File: config.mk
export PLATFORM = sky130hd
export DESIGN_NAME = dmp_prescaler
export DESIGN_NICKNAME = d
export VERILOG_FILES = /design/src/pkg/dmp_pkg.sv /design/src/core/dmp_prescaler.sv
export SDC_FILE = /design/constraint.sdc
export NUM_CORES = 1
export LEC_CHECK = 0
export BUFFER_PORTS_ARGS = -buffer_cell sky130_fd_sc_hd__clkbuf_2
export CORE_MARGIN = 4
export CORE_UTILIZATION = 42
export DETAILED_ROUTE_END_ITERATION = 6
export PLACE_DENSITY = 0.67
export SLEW_MARGIN = 20
export SYNTH_ARGS = -nofsm -noshare
export SYNTH_HDL_FRONTEND = slang
export SYNTH_SLANG_ARGS = --single-unit
export TNS_END_PERCENT = 10
File: constraint.sdc
create_clock -name clk_sys_i -period 3.05 [get_ports clk_sys_i]
set_input_delay 0.61 -clock clk_sys_i [delete_from_list [all_inputs] [get_ports clk_sys_i]]
set_output_delay 0.61 -clock clk_sys_i [all_outputs]
set_load 0.005 [all_outputs]
File: src/pkg/dmp_pkg.sv
// constants and types for the dual-modulus prescaler
package dmp_pkg;

  // ==========================================================
  // divide ratios
  localparam int unsigned LOW_PAIR_BASE  = 32;
  localparam int unsigned HIGH_PAIR_BASE = 64;
  localparam int unsigned SWALLOW_EXTRA  = 1;
  localparam int unsigned CNT_W          = 7;
  localparam int unsigned CNT_STEP       = 1;
  localparam int unsigned MIN_RATIO      = 2;

  // ==========================================================
  // edge polarity variants
  typedef enum logic
  {
    DMP_EDGE_RISE,
    DMP_EDGE_FALL
  } dmp_edge_t;

  // ==========================================================
  // reset values
  localparam logic [CNT_W-1:0] CNT_RST = 7'h00;

endpackage

File: src/core/dmp_prescaler.sv
// dual-modulus prescaler core: divides the input clock by 32/33 or 64/65
`timescale 1ns/100ps
// Behaviour
// - range select high gives the 32/33 pair, low gives 64/65
// - modulus select high picks the lower ratio, low adds one more cycle
// - rising-edge variant: the output period starts with a rising edge
// - falling-edge variant: each output period after the first starts with a falling edge (the output resets low)
module dmp_prescaler #(
  // which edge of the divided output marks the start of a period
  parameter dmp_pkg::dmp_edge_t EDGE_MODE = dmp_pkg::DMP_EDGE_RISE,
  // base ratio of the pair picked with range select high, and with it low
  parameter int unsigned        LOW_PAIR  = dmp_pkg::LOW_PAIR_BASE,
  parameter int unsigned        HIGH_PAIR = dmp_pkg::HIGH_PAIR_BASE
)(
  input  wire logic clk_sys_i,
  input  wire logic rst_i,
  input  wire logic clk_en_i,
  input  wire logic ratio_range_select_i,
  input  wire logic modulus_select_i,
  output logic      div_out_o
);

  // ==========================================================
  // elaboration checks
  // the largest ratio, swallow cycle included, must fit the down-counter
  if (HIGH_PAIR + dmp_pkg::SWALLOW_EXTRA >= (1 << dmp_pkg::CNT_W))
  begin : g_bad_width
    $error("counter too narrow for the largest ratio");
  end
  // the lower pair goes through the same counter and length register
  if (LOW_PAIR + dmp_pkg::SWALLOW_EXTRA >= (1 << dmp_pkg::CNT_W))
  begin : g_bad_low
    $error("counter too narrow for the lower pair");
  end
  // a period shorter than two cycles leaves no room for both output levels
  if (LOW_PAIR < dmp_pkg::MIN_RATIO || HIGH_PAIR < dmp_pkg::MIN_RATIO)
  begin : g_bad_short
    $error("ratio too small to form a two-level output period");
  end

  // ==========================================================
  // constants sized to the counter
  localparam int unsigned CW = dmp_pkg::CNT_W;

  localparam logic [CW-1:0] LOW_BASE  = CW'(LOW_PAIR);
  localparam logic [CW-1:0] HIGH_BASE = CW'(HIGH_PAIR);
  localparam logic [CW-1:0] EXTRA     = CW'(dmp_pkg::SWALLOW_EXTRA);
  localparam logic [CW-1:0] ONE       = CW'(dmp_pkg::CNT_STEP);
  localparam logic [CW-1:0] ZERO      = dmp_pkg::CNT_RST;             // period start marker
  // level that the output takes for the first part of each period
  localparam logic          ACT_LVL   = (EDGE_MODE == dmp_pkg::DMP_EDGE_RISE);

  // ==========================================================
  // state
  logic [dmp_pkg::CNT_W-1:0] cnt_r, cnt_nxt;       // cycles left in this period, minus one
  logic [dmp_pkg::CNT_W-1:0] len_r, len_nxt;       // length of current period
  logic                      out_r, out_nxt;
  logic [dmp_pkg::CNT_W-1:0] ratio;
  // checker helper: enabled edges seen since the last period start
  logic [dmp_pkg::CNT_W-1:0] seen_r, seen_nxt;
  logic                      armed_r, armed_nxt;   // a whole period has been started

  // ratio chosen from range and modulus select
  always_comb
  begin
    ratio = ratio_range_select_i ? LOW_BASE : HIGH_BASE;
    if (!modulus_select_i)
    begin
      ratio = ratio + EXTRA;
    end
  end

  // next-state: count down; reload at end of period with a fresh ratio
  always_comb
  begin
    cnt_nxt = cnt_r;
    len_nxt = len_r;
    out_nxt = out_r;
    if (clk_en_i)
    begin
      if (cnt_r == dmp_pkg::CNT_RST)
      begin
        cnt_nxt = ratio - ONE;
        len_nxt = ratio;
        out_nxt = ACT_LVL;
      end
      else
      begin
        cnt_nxt = cnt_r - ONE;
        // output returns to idle level halfway through the period
        if (cnt_r == (len_r >> 1))
        begin
          out_nxt = ~ACT_LVL;
        end
      end
    end
  end

  // registers
  always_ff @(posedge clk_sys_i or posedge rst_i)
  begin
    if (rst_i)
    begin
      cnt_r <= dmp_pkg::CNT_RST;
      len_r <= HIGH_BASE;
      out_r <= 1'b0;
    end
    else
    begin
      cnt_r <= cnt_nxt;
      len_r <= len_nxt;
      out_r <= out_nxt;
    end
  end

  assign div_out_o = out_r;

  // ==========================================================
  // period measurement for the checks below
  // counts enabled edges from one period start to the next, so that the
  // assertions can hold the measured length against the loaded ratio;
  // the first start after reset closes no period, so armed_r keeps it out of the check
  always_comb
  begin
    seen_nxt  = seen_r;
    armed_nxt = armed_r;
    if (clk_en_i)
    begin
      if (cnt_r == ZERO)
      begin
        seen_nxt  = ONE;                                             // this edge opens a period
        armed_nxt = 1'b1;
      end
      else
      begin
        seen_nxt = seen_r + ONE;
      end
    end
  end

  // measurement registers; cleared with the divider so no stale count survives
  always_ff @(posedge clk_sys_i or posedge rst_i)
  begin
    if (rst_i)
    begin
      seen_r  <= ZERO;
      armed_r <= 1'b0;
    end
    else
    begin
      seen_r  <= seen_nxt;
      armed_r <= armed_nxt;
    end
  end

  // ==========================================================
  // assertions
  a_ratio_range: assert property (@(posedge clk_sys_i) disable iff (rst_i)
    (clk_en_i && cnt_r == dmp_pkg::CNT_RST) |=>
      (len_r == ($past(ratio_range_select_i) ? LOW_BASE : HIGH_BASE)
               + ($past(modulus_select_i) ? ZERO : EXTRA)))
    else $error("period length does not match range select");

  a_modulus_extra: assert property (@(posedge clk_sys_i) disable iff (rst_i)
    (clk_en_i && cnt_r == dmp_pkg::CNT_RST && !modulus_select_i) |=>
      (len_r[0] == 1'b1))
    else $error("modulus low did not add one cycle");

  a_active_edge: assert property (@(posedge clk_sys_i) disable iff (rst_i)
    (clk_en_i && cnt_r == dmp_pkg::CNT_RST) |=> (out_r == ACT_LVL))
    else $error("period did not start on the active level");

  a_edge_only_reload: assert property (@(posedge clk_sys_i) disable iff (rst_i)
    (out_r != ACT_LVL) ##1 (out_r == ACT_LVL) |->
      ($past(cnt_r) == dmp_pkg::CNT_RST))
    else $error("active edge away from period start");

  a_count_down: assert property (@(posedge clk_sys_i) disable iff (rst_i)
    (clk_en_i && cnt_r != dmp_pkg::CNT_RST) |=> (cnt_r == $past(cnt_r) - ONE))
    else $error("counter did not step down");

  a_freeze_en: assert property (@(posedge clk_sys_i) disable iff (rst_i)
    !clk_en_i |=> $stable(cnt_r) && $stable(len_r) && $stable(out_r))
    else $error("state moved with enable low");

  a_reload_value: assert property (@(posedge clk_sys_i) disable iff (rst_i)
    (clk_en_i && cnt_r == dmp_pkg::CNT_RST) |=> (cnt_r == len_r - ONE))
    else $error("reload value wrong");

  a_idle_half: assert property (@(posedge clk_sys_i) disable iff (rst_i)
    (clk_en_i && cnt_r != dmp_pkg::CNT_RST && cnt_r == (len_r >> 1)) |=>
      (out_r == ~ACT_LVL))
    else $error("output not back to idle at half period");

  // a period lasts exactly the ratio loaded at its start, counted in enabled edges
  a_period_length: assert property (@(posedge clk_sys_i) disable iff (rst_i)
    (clk_en_i && cnt_r == ZERO && armed_r) |-> (seen_r == len_r))
    else $error("measured period differs from the loaded ratio");

  // range and modulus changes inside a period must not alter its length
  a_length_hold: assert property (@(posedge clk_sys_i) disable iff (rst_i)
    (!clk_en_i || cnt_r != ZERO) |=> $stable(len_r))
    else $error("period length changed inside a period");

  // the output only moves at a period start or at the half-period point
  a_level_hold: assert property (@(posedge clk_sys_i) disable iff (rst_i)
    (!clk_en_i || (cnt_r != ZERO && cnt_r != (len_r >> 1))) |=> $stable(out_r))
    else $error("output moved away from a period start or half point");

  // ==========================================================
  // coverage of the four ratios and of a start held back by the enable
  c_start_frozen: cover property (@(posedge clk_sys_i) disable iff (rst_i)
    !clk_en_i && cnt_r == ZERO && armed_r);
  c_div32: cover property (@(posedge clk_sys_i) disable iff (rst_i)
    clk_en_i && cnt_r == dmp_pkg::CNT_RST && ratio_range_select_i && modulus_select_i);
  c_div33: cover property (@(posedge clk_sys_i) disable iff (rst_i)
    clk_en_i && cnt_r == dmp_pkg::CNT_RST && ratio_range_select_i && !modulus_select_i);
  c_div64: cover property (@(posedge clk_sys_i) disable iff (rst_i)
    clk_en_i && cnt_r == dmp_pkg::CNT_RST && !ratio_range_select_i && modulus_select_i);
  c_div65: cover property (@(posedge clk_sys_i) disable iff (rst_i)
    clk_en_i && cnt_r == dmp_pkg::CNT_RST && !ratio_range_select_i && !modulus_select_i);

endmodule

==> results of run 1 <==
==> area by class of cell <==
| type | instances | share of cell area (%) |
|---|---|---|
| Tap cell | 15 | 2.75 |
| Inverter | 4 | 2.20 |
| Clock buffer | 4 | 5.32 |
| Sequential cell | 10 | 36.9 |
| Timing Repair Buffer | 5 | 3.67 |
| Multi-Input combinational cell | 40 | 49.2 |
==> worst register-to-register path: cells and delay by family (launching register included) <==
kind,cells,cell delay (ps)
adder cells (fa/ha/maj),1,220
AO/OA/AOI/OAI,2,290
AND/OR/NAND/NOR,4,1000
flip-flops,1,430
==> power by group through the flow <==
stage,sequential [W],combinational [W],clock (W)
global route,0.000283,0.000236,0.000133
global placement,0.000273,0.000205,0
CTS,0.000271,0.000209,0.000127
detailed placement,0.000274,0.000208,0
finish,0.000270,0.000205,0.000122
floorplan,0.000249,0.000186,0
==> cells in the final DEF, fill, tap and decap left out, types with 2 or more instances in the layout <==
cell | netlist | layout
nand2_1 | 2 | 2
dfrtp_1 | 9 | 9
clkbuf_2 | 1 | 5
xor2_1 | 3 | 3
clkbuf_4 | 0 | 3
a211oi_1 | 2 | 2
o41ai_2 | 2 | 2
nor2_1 | 8 | 8
inv_1 | 4 | 4
o21ai_1 | 3 | 3
a21oi_1 | 2 | 2
==> cell families (layout without fill, tap and decap cells) <==
group | Yosys count | in the layout | share of synthesized area (%)
AO/OA/AOI/OAI | 12 | 12 | 16.0
XOR/XNOR | 4 | 4 | 5.73
adder cells (fa/ha/maj) | 1 | 1 | 2.04
buffers and inverters | 6 | 13 | 4.09
flip-flops | 10 | 10 | 41.1
multiplexers | 2 | 2 | 4.09
AND/OR/NAND/NOR | 21 | 21 | 27.0
==> how the worst min path moves through the flow <==
stage               startpoint  endpoint  slack (ps)
global route             rst_i  cnt_r[4]         320
CTS                      rst_i  cnt_r[3]         300
floorplan                rst_i  cnt_r[0]         450
finish                   rst_i  cnt_r[4]         290
global placement      len_r[6]  len_r[6]         500
detailed placement    len_r[6]  len_r[6]         500
==> stage by stage <==
stage,cells,power (W),instance area (um2)
2_1_floorplan,56,0.000434,612
3_3_place_gp,74,0.000478,646
3_5_place_dp,74,0.000481,646
4_1_cts,78,0.000607,682
5_1_grt,78,0.000651,682
6_report,78,0.000597,682
==> per-layer routing <==
layer / routed length (um) / up-vias
met2: 504 / 8
met5: 0 / -
met4: 10 / 0
met3: 65 / 2
li1: - / 217
met1: 499 / 209
==> sequential cells by signal (all words and copies together) (netlist names) <==
register / cells
len_r: 2
cnt_r: 7
div_out_o: 1
==> flow_summary.yaml, run 1 <==
floorplanning:
  rows: 13
  io_pins: 6
  core_area_um2: 1330
  initial_core_util_pct: 45.9
  die_w_um: 46.2
  die_y_um: 46.2
  dieArea_um2: 2130
sta:
  final_hold_viol_count: 0
  rsz0062_at_grt: "no"
  finalSetupViolCount: 0
  period_share_pct: 67.6
  fin_tns_setup_ps: 0
  holdWs_ps: 287
  worst_pin_slew_ps: 390
  postLayoutSetupSlackWorst_ps: 989
  fin_crit_ps: 2060
  clock_skew_ps: 1.93
  slew_headroom_pct: 74.0
  fmax_mhz: 485
  slew_viol_final: 0
pwr:
  sequentialPowerShare_pct: 45.2
  p_sw_share_pct: 38.1
  leakage_nw: 0.324
  p_per_area_nw_per_um2: 875
  power_switching_w: 0.000227
  pwr-share-comb_pct: 34.4
  p_clk_share_pct: 20.4
  max-vdd-ir-drop_mv: 0.426
  p_int_w: 0.000369
cells_and_area:
  seq_area_um2: 251
  n_antenna_cell: 0
  fin_util_pct: 51.1
  multi_input_area_um2: 335
  nFillCells: 127
  layout.nets: 70
  area_growth_pct: 11.5
  drive_gt1_share_pct: 28.6
global_routing:
  grt.total_usage_pct: 13.0
  grt_util_met2_pct: 20.9
  met3_usage_pct: 5.86
  grt_antenna_before_repair: 0
  met1_usage_pct: 14.8
  busiest_layer: "met2"
  grt_pass1_wl_mm: 1.86
  grt_max_degree: 11
  grt_pass1_vias: 391
  grt_overflow: 0
clocking:
  clk_latency_ps: 270
  cts_tree: "yes"
  postCtsSetupRepairBufs: 0
  root_buffer: "clkbuf_4"
  tritoncts.num_buffers: 3
  cts_resized: 0
  cts_buffer_depth: 2
  cts.sink_count: 10
  cts_hold_buf: 0
  htree_num_levels: 1
  clk_pin_slew_worst_paths_ps: 70
critical_path:
  worst-path-stages: 7
  critPathMaxFanout: 5
  crit_required_ps: 3200
  rr_endpoint: "cnt_r[6]"
  path_cells: "or3_4 > nor4b_2 > nor2_1 > ha_1 > and4bb_1 > a211oi_1 > a211oi_1"
  crit_start: "cnt_r[1]"
  reg2reg_slack_ps: 990
  critPathCapture: "cnt_r[6]"
  critical_path_class: "flip-flop to flip-flop"
  cp_num_buf_inv: 0
  cp_common_cell: "a211oi_1"
  crit_slowest_cell: "or3_4"
  r2r_cells: 7
  arrival_ps: 2210
  max_stage_delay_ps: 440
  cp-end-kind: "flip-flop"
  worstSetupStartpointType: "flip-flop"
  r2r_start: "cnt_r[1]"
  crit_family: "simple AND/OR/NAND/NOR gates"
synthesis:
  synth.most_common_cell: "dfrtp_1"
  yosys.area.top_type_share_pct: 36.8
  yosys_warnings: 0
  syn_avg_cell_area_um2: 10.9
  synth_edf_count: 0
  yosys-top-cells-area: "dfrtp_1, o41ai_2, nor2_1, dfstp_2, xor2_1"
  synthArstFlopShare_pct: 100
  syn_area_um2: 612
  synth_cell_types: 30
  synthCells: 56
  yosysSeqAreaShare_pct: 41.1
  ys_seq_elements: 10
  syn-num-nets: 62
  yosys_most_used_dff: "dfrtp_1"
  synth.largest_area_cell: "dfrtp_1"
  synth_common_cells: "dfrtp_1, nor2_1, inv_1"
placement:
  port_buffers: 5
  place_congestion: 0.752
  dp_hpwl_um: 803
  pre_cts_ws_ps: 986
worst_hold_path:
  hp-class: "primary input to async pin"
drt:
  drtIter0Drc: 6
  wl_mm: 1.08
  drt_pass1_iterations: 4
  routedWlPerCell_um: 13.8
  postRouteAntennaNets: 0
  vias: 436
  drc: 0
  viasPerCell: 5.59
outcome:
  status: "completed"
run:
  max_cap_viol_count: 0
(Power assumes the default switching activity.)
==> inputs of run 2 (changes only) <==
--- a/config.mk
+++ b/config.mk
@@ -5,6 +5,7 @@
 export SDC_FILE = /design/constraint.sdc
 export NUM_CORES = 1
 export LEC_CHECK = 0
+export ABC_AREA = 1
 export BUFFER_PORTS_ARGS = -buffer_cell sky130_fd_sc_hd__clkbuf_2
 export CORE_MARGIN = 4
 export CORE_UTILIZATION = 42
==> constraint.sdc (replaced) <==
create_clock -name clk_sys_i -period 1.9 [get_ports clk_sys_i]
set_input_delay 0.38 -clock clk_sys_i [delete_from_list [all_inputs] [get_ports clk_sys_i]]
set_output_delay 0.38 -clock clk_sys_i [all_outputs]
set_load 0.005 [all_outputs]
==> run 2 against run 1 <==
  * Combinational power grew 41%
  * Synthesized area shrank 8.2%
  * Critical path depth grew 6
  * Routed wire length grew 5.5%
  * Critical endpoint unchanged
  * Largest power group unchanged
  * Clock skew grew 2.2 ps
  * Largest cell class is now sequential cells
==> flow_summary.yaml, run 2 <==
synthesis:
  syn_avg_cell_area_um2: 7.49
  ys_seq_elements: 10
  syn_area_um2: 562
  synthArstFlopShare_pct: 100
  syn-num-nets: 81
  synth.largest_area_cell: "dfrtp_1"
  synth_edf_count: 0
  yosys_warnings: 0
  yosysSeqAreaShare_pct: 44.8
  synth_cell_types: 17
  yosys-top-cells-area: "dfrtp_1, nand2_1, inv_1, o21ai_0, nor2_1"
  synth.most_common_cell: "nand2_1"
  yosys.area.top_type_share_pct: 40.1
  synthCells: 75
  synth_common_cells: "nand2_1, inv_1, dfrtp_1"
  yosys_most_used_dff: "dfrtp_1"
drt:
  drtIter0Drc: 11
  drc: 0
  routedWlPerCell_um: 11.2
  postRouteAntennaNets: 0
  viasPerCell: 4.95
  wl_mm: 1.14
  drt_pass1_iterations: 4
  vias: 505
pwr:
  max-vdd-ir-drop_mv: 0.628
  p_per_area_nw_per_um2: 1260
  leakage_nw: 0.353
  fin_total_pwr_w: 0.000845
cells_and_area:
  mostFrequentLayoutCells: "nand2_1, inv_1, dfrtp_1"
  layout.nets: 95
  drive_gt1_share_pct: 25.0
  stdcell_count: 102
  nFillCells: 114
  finalInstanceArea_um2: 671
  largest_reg_flops: 7
  final_common_cell: "nand2_1"
  n_antenna_cell: 0
  area_growth_pct: 19.4
  fin_util_pct: 56.5
  largest-register: "cnt_r"
sta:
  slew_headroom_pct: 72.9
  period_share_pct: 92.4
  finalSetupViolCount: 0
  fin_crit_ps: 1760
  worst_pin_slew_ps: 406
  clock_skew_ps: 4.12
  slew_viol_final: 0
  holdWs_ps: 57.8
  final_hold_viol_count: 0
  fmax_mhz: 570
outcome:
  status: "completed"
critical_path:
  critPathMaxFanout: 3
  cp-end-kind: "flip-flop"
  worstSetupStartpointType: "flip-flop"
  crit_required_ps: 2070
  arrival_ps: 1920
  critical_path_class: "flip-flop to flip-flop"
floorplanning:
  core_area_um2: 1190
  rows: 12
  io_pins: 6
  die_y_um: 44.6
  initial_core_util_pct: 47.4
  dieArea_um2: 1990
  die_w_um: 44.6
global_routing:
  grt_pass1_vias: 435
  grt_overflow: 0
  grt_antenna_before_repair: 0
  grt.total_usage_pct: 13.4
  grt_max_degree: 11
  grt_pass1_wl_mm: 1.85
clocking:
  cts_buffer_depth: 2
  root_buffer: "clkbuf_4"
  htree_num_levels: 1
  cts_tree: "yes"
  cts.sink_count: 10
  tritoncts.num_buffers: 3
  clk_latency_ps: 270
  clk_pin_slew_worst_paths_ps: 80
run:
  max_cap_viol_count: 0
placement:
  placed_area_um2: 598
  dp_cells: 94
  place_congestion: 0.768
  port_buffers: 5
worst_hold_path:
  hp-class: "primary input to async pin"
-- run 2: cell types whose count changed after synthesis, sizes merged, moves of 3 or more --
| cell | delta |
|---|---|
| o21ai | +3 |
| nand2 | +21 |
| o41ai | -3 |
| nor2 | +3 |
| inv | +9 |
| nand4 | +3 |
-- run 2: cell families after synthesis --
| logic type | count (synthesis) | share of synthesized area [%] |
|---|---|---|
| xor+xnor | 2 | 3.12 |
| flops | 10 | 44.8 |
| fa+ha+maj | 1 | 2.23 |
| simple gates | 38 | 28.7 |
| compound gates | 10 | 10.0 |
| buf+inv | 14 | 11.1 |
-- run 2: area by class of cell --
cell class	count	area (um2)	share of cell area, %
Sequential cell	10	253	37.7
Multi-Input combinational cell	51	253	37.7
Timing Repair Buffer	10	62.6	9.33
Inverter	13	48.8	7.28
Clock buffer	4	36.3	5.41
Tap cell	14	17.5	2.61
-- run 2: routing by layer --
layer / vias to the layer above / share of wire (%) / GRT usage, %
met5: - / 0 / 0
met4: 0 / 1.5 / 5.42
met3: 4 / 5.4 / 6.10
met2: 12 / 46 / 20.3
met1: 230 / 47 / 16.3
li1: 259 / - / -
-- run 2: through the flow --
stage               setup TNS, ps  worst slack [ps]
detailed placement              0               120
floorplan                       0               234
global placement                0               148
global route                -29.9             -29.9
CTS                             0              76.3
finish                          0               144
-- run 2: what timing repair did --
action | CTS | global route
hold endpoints to repair | 0 | 0
setup endpoints to repair | 0 | 1
hold buffers | 0 | 0
gates resized for setup | 0 | 3
setup buffers | 0 | 4
-- run 2: where the power goes --
group          internal [W]  total [W]  switching [W]
logic              0.000133   0.000290       0.000157
registers          0.000293   0.000354      0.0000612
clock network      0.000116   0.000201      0.0000843
total              0.000542   0.000845       0.000302
-- run 2: final timing paths --
path	startpoint	to	slack (ps)	cells past startpoint
worst min register to register	div_out_o	div_out_o	490	2
worst max-delay path	cnt_r[2]	cnt_r[6]	140	13
min in group clk_sys_i	clk_en_i	cnt_r[1]	410	2
worst max register to register	cnt_r[2]	cnt_r[6]	140	13
max in group asynchronous	rst_i	len_r[6]	1520	2
worst min-delay path	rst_i	cnt_r[6]	60	2
-- run 2: critical path: stages, from the launching register on --
cell and delay [ps]:
dfrtp_1 390, nor2_2 160, nand2_2 90, nor2_2 130, nand2_1 70, nand2_2 90
ha_1 140, nand2_1 80, nor2_1 90, nand2_1 90, nor2_2 110, nand2_1 60
o21ai_0 80, nand2_1 70
==> inputs of run 3 (changes only) <==
==> constraint.sdc (replaced) <==
create_clock -name clk_sys_i -period 2.22 [get_ports clk_sys_i]
set_input_delay 0.444 -clock clk_sys_i [delete_from_list [all_inputs] [get_ports clk_sys_i]]
set_output_delay 0.444 -clock clk_sys_i [all_outputs]
set_load 0.005 [all_outputs]
==> run 3 against run 2 <==
  * Setup slack gained 180 ps
  * Fmax shrank 7.4%
  * Clock power shrank 34%
  * Sequential share of layout area grew 3.1 points
  * Cell count shrank 4.9%
==> flow_summary.yaml, run 3 (synthesis results as in run 2) <==
outcome:
  status: "completed"
critical_path:
  crit_required_ps: 2370
  worstSetupStartpointType: "flip-flop"
  crit_start: "cnt_r[4]"
  crit_family: "simple AND/OR/NAND/NOR gates"
  cp_num_buf_inv: 0
  r2r_start: "cnt_r[4]"
  cp-end-kind: "flip-flop"
  critical_path_class: "flip-flop to flip-flop"
  arrival_ps: 2050
  path_cells: "nor2_1 > nand2_1 > nor2_2 > nand2_1 > nand2_1 > ha_1 > nand2_1 > nor2_1 > nand2_1 > nor2_1 > nand2_1 > o21ai_0 > nand2_1"
  critPathMaxFanout: 6
  critPathCapture: "cnt_r[6]"
  crit_slowest_cell: "dfrtp_1"
  reg2reg_slack_ps: 320
  r2r_cells: 13
  rr_endpoint: "cnt_r[6]"
  max_stage_delay_ps: 440
  cp_common_cell: "nand2_1"
  worst-path-stages: 13
sta:
  finalSetupViolCount: 0
  postLayoutSetupSlackWorst_ps: 324
  slew_headroom_pct: 74.8
  fin_crit_ps: 1900
  worst_pin_slew_ps: 377
  rsz0062_at_grt: "no"
  fmax_mhz: 527
  slew_viol_final: 0
  period_share_pct: 85.4
  fin_tns_setup_ps: 0
  clock_skew_ps: 8.26
  final_hold_viol_count: 0
clocking:
  cts_resized: 0
  cts_buffer_depth: 2
  htree_num_levels: 1
  root_buffer: "clkbuf_4"
  clk_pin_slew_worst_paths_ps: 70
  tritoncts.num_buffers: 3
  cts_tree: "yes"
  cts.sink_count: 10
  postCtsSetupRepairBufs: 0
  cts_hold_buf: 0
  clk_latency_ps: 270
global_routing:
  grt_pass1_vias: 403
  grt_overflow: 0
  grt_pass1_wl_mm: 1.65
  grt_max_degree: 11
  grt_antenna_before_repair: 0
  grt.total_usage_pct: 11.4
run:
  max_cap_viol_count: 0
cells_and_area:
  fin_util_pct: 52.0
  drive_gt1_share_pct: 15.7
  largest_reg_flops: 7
  final_common_cell: "nand2_1"
  layout.nets: 90
  stdcell_count: 97
  n_antenna_cell: 0
  area_growth_pct: 9.80
  nFillCells: 105
  largest-register: "cnt_r"
  mostFrequentLayoutCells: "nand2_1, inv_1, dfrtp_1"
floorplanning:
  io_pins: 6
  dieArea_um2: 1990
  core_area_um2: 1190
  die_w_um: 44.6
  rows: 12
  die_y_um: 44.6
  initial_core_util_pct: 47.4
placement:
  port_buffers: 5
  place_congestion: 0.751
  pre_cts_ws_ps: 345
  dp_hpwl_um: 753
  dp_cells: 93
drt:
  drt_pass1_iterations: 4
  wl_um: 971
  postRouteAntennaNets: 0
  routedWlPerCell_um: 10.0
  viasPerCell: 4.85
  vias: 470
  drc: 0
  drtIter0Drc: 17
pwr:
  leakage_nw: 0.324
  p_per_area_nw_per_um2: 1020
  fin_total_pwr_w: 0.000630
  max-vdd-ir-drop_mv: 0.477
worst_hold_path:
  hp-class: "primary input to async pin"
-- run 3: power by group --
part / switching, W / internal (W)
logic: 0.000112 / 0.0000793
clock network: 0.0000622 / 0.0000695
registers: 0.0000580 / 0.000249
total: 0.000232 / 0.000398
-- run 3: final cells by class --
class	count	area (um2)	area share, %
clock buffer	4	26.3	4.26
inverter	13	48.8	7.91
multi-input combinational	51	248	40.2
sequential	10	251	40.8
tap	14	17.5	2.84
timing repair buffer	5	25.0	4.06
-- run 3: stage by stage --
stage | hold WS [ps] | area [um2]
2_1_floorplan | 283 | 562
3_3_place_gp | 423 | 591
3_5_place_dp | 426 | 591
4_1_cts | 130 | 617
5_1_grt | 150 | 617
6_report | 116 | 617
-- run 3: worst min-delay path by stage --
| stage | startpoint | to | slack, ps | cells past startpoint |
|---|---|---|---|---|
| after floorplan | rst_i | cnt_r[0] | 280 | 1 |
| after global placement | rst_i | cnt_r[6] | 420 | 2 |
| after detailed placement | rst_i | cnt_r[6] | 430 | 2 |
| after CTS | rst_i | cnt_r[1] | 130 | 2 |
| after global routing | rst_i | cnt_r[1] | 150 | 2 |
| final | rst_i | div_out_o | 120 | 2 |
-- run 3: layer usage --
layer / vias up / wire, um / global-route usage [%] / share of wire, %
li1: 250 / - / - / -
met1: 205 / 473 / 15.0 / 49
met2: 13 / 422 / 16.6 / 43
met3: 2 / 53 / 2.44 / 5.5
met4: 0 / 22 / 7.23 / 2.3
met5: - / 0 / 0 / 0
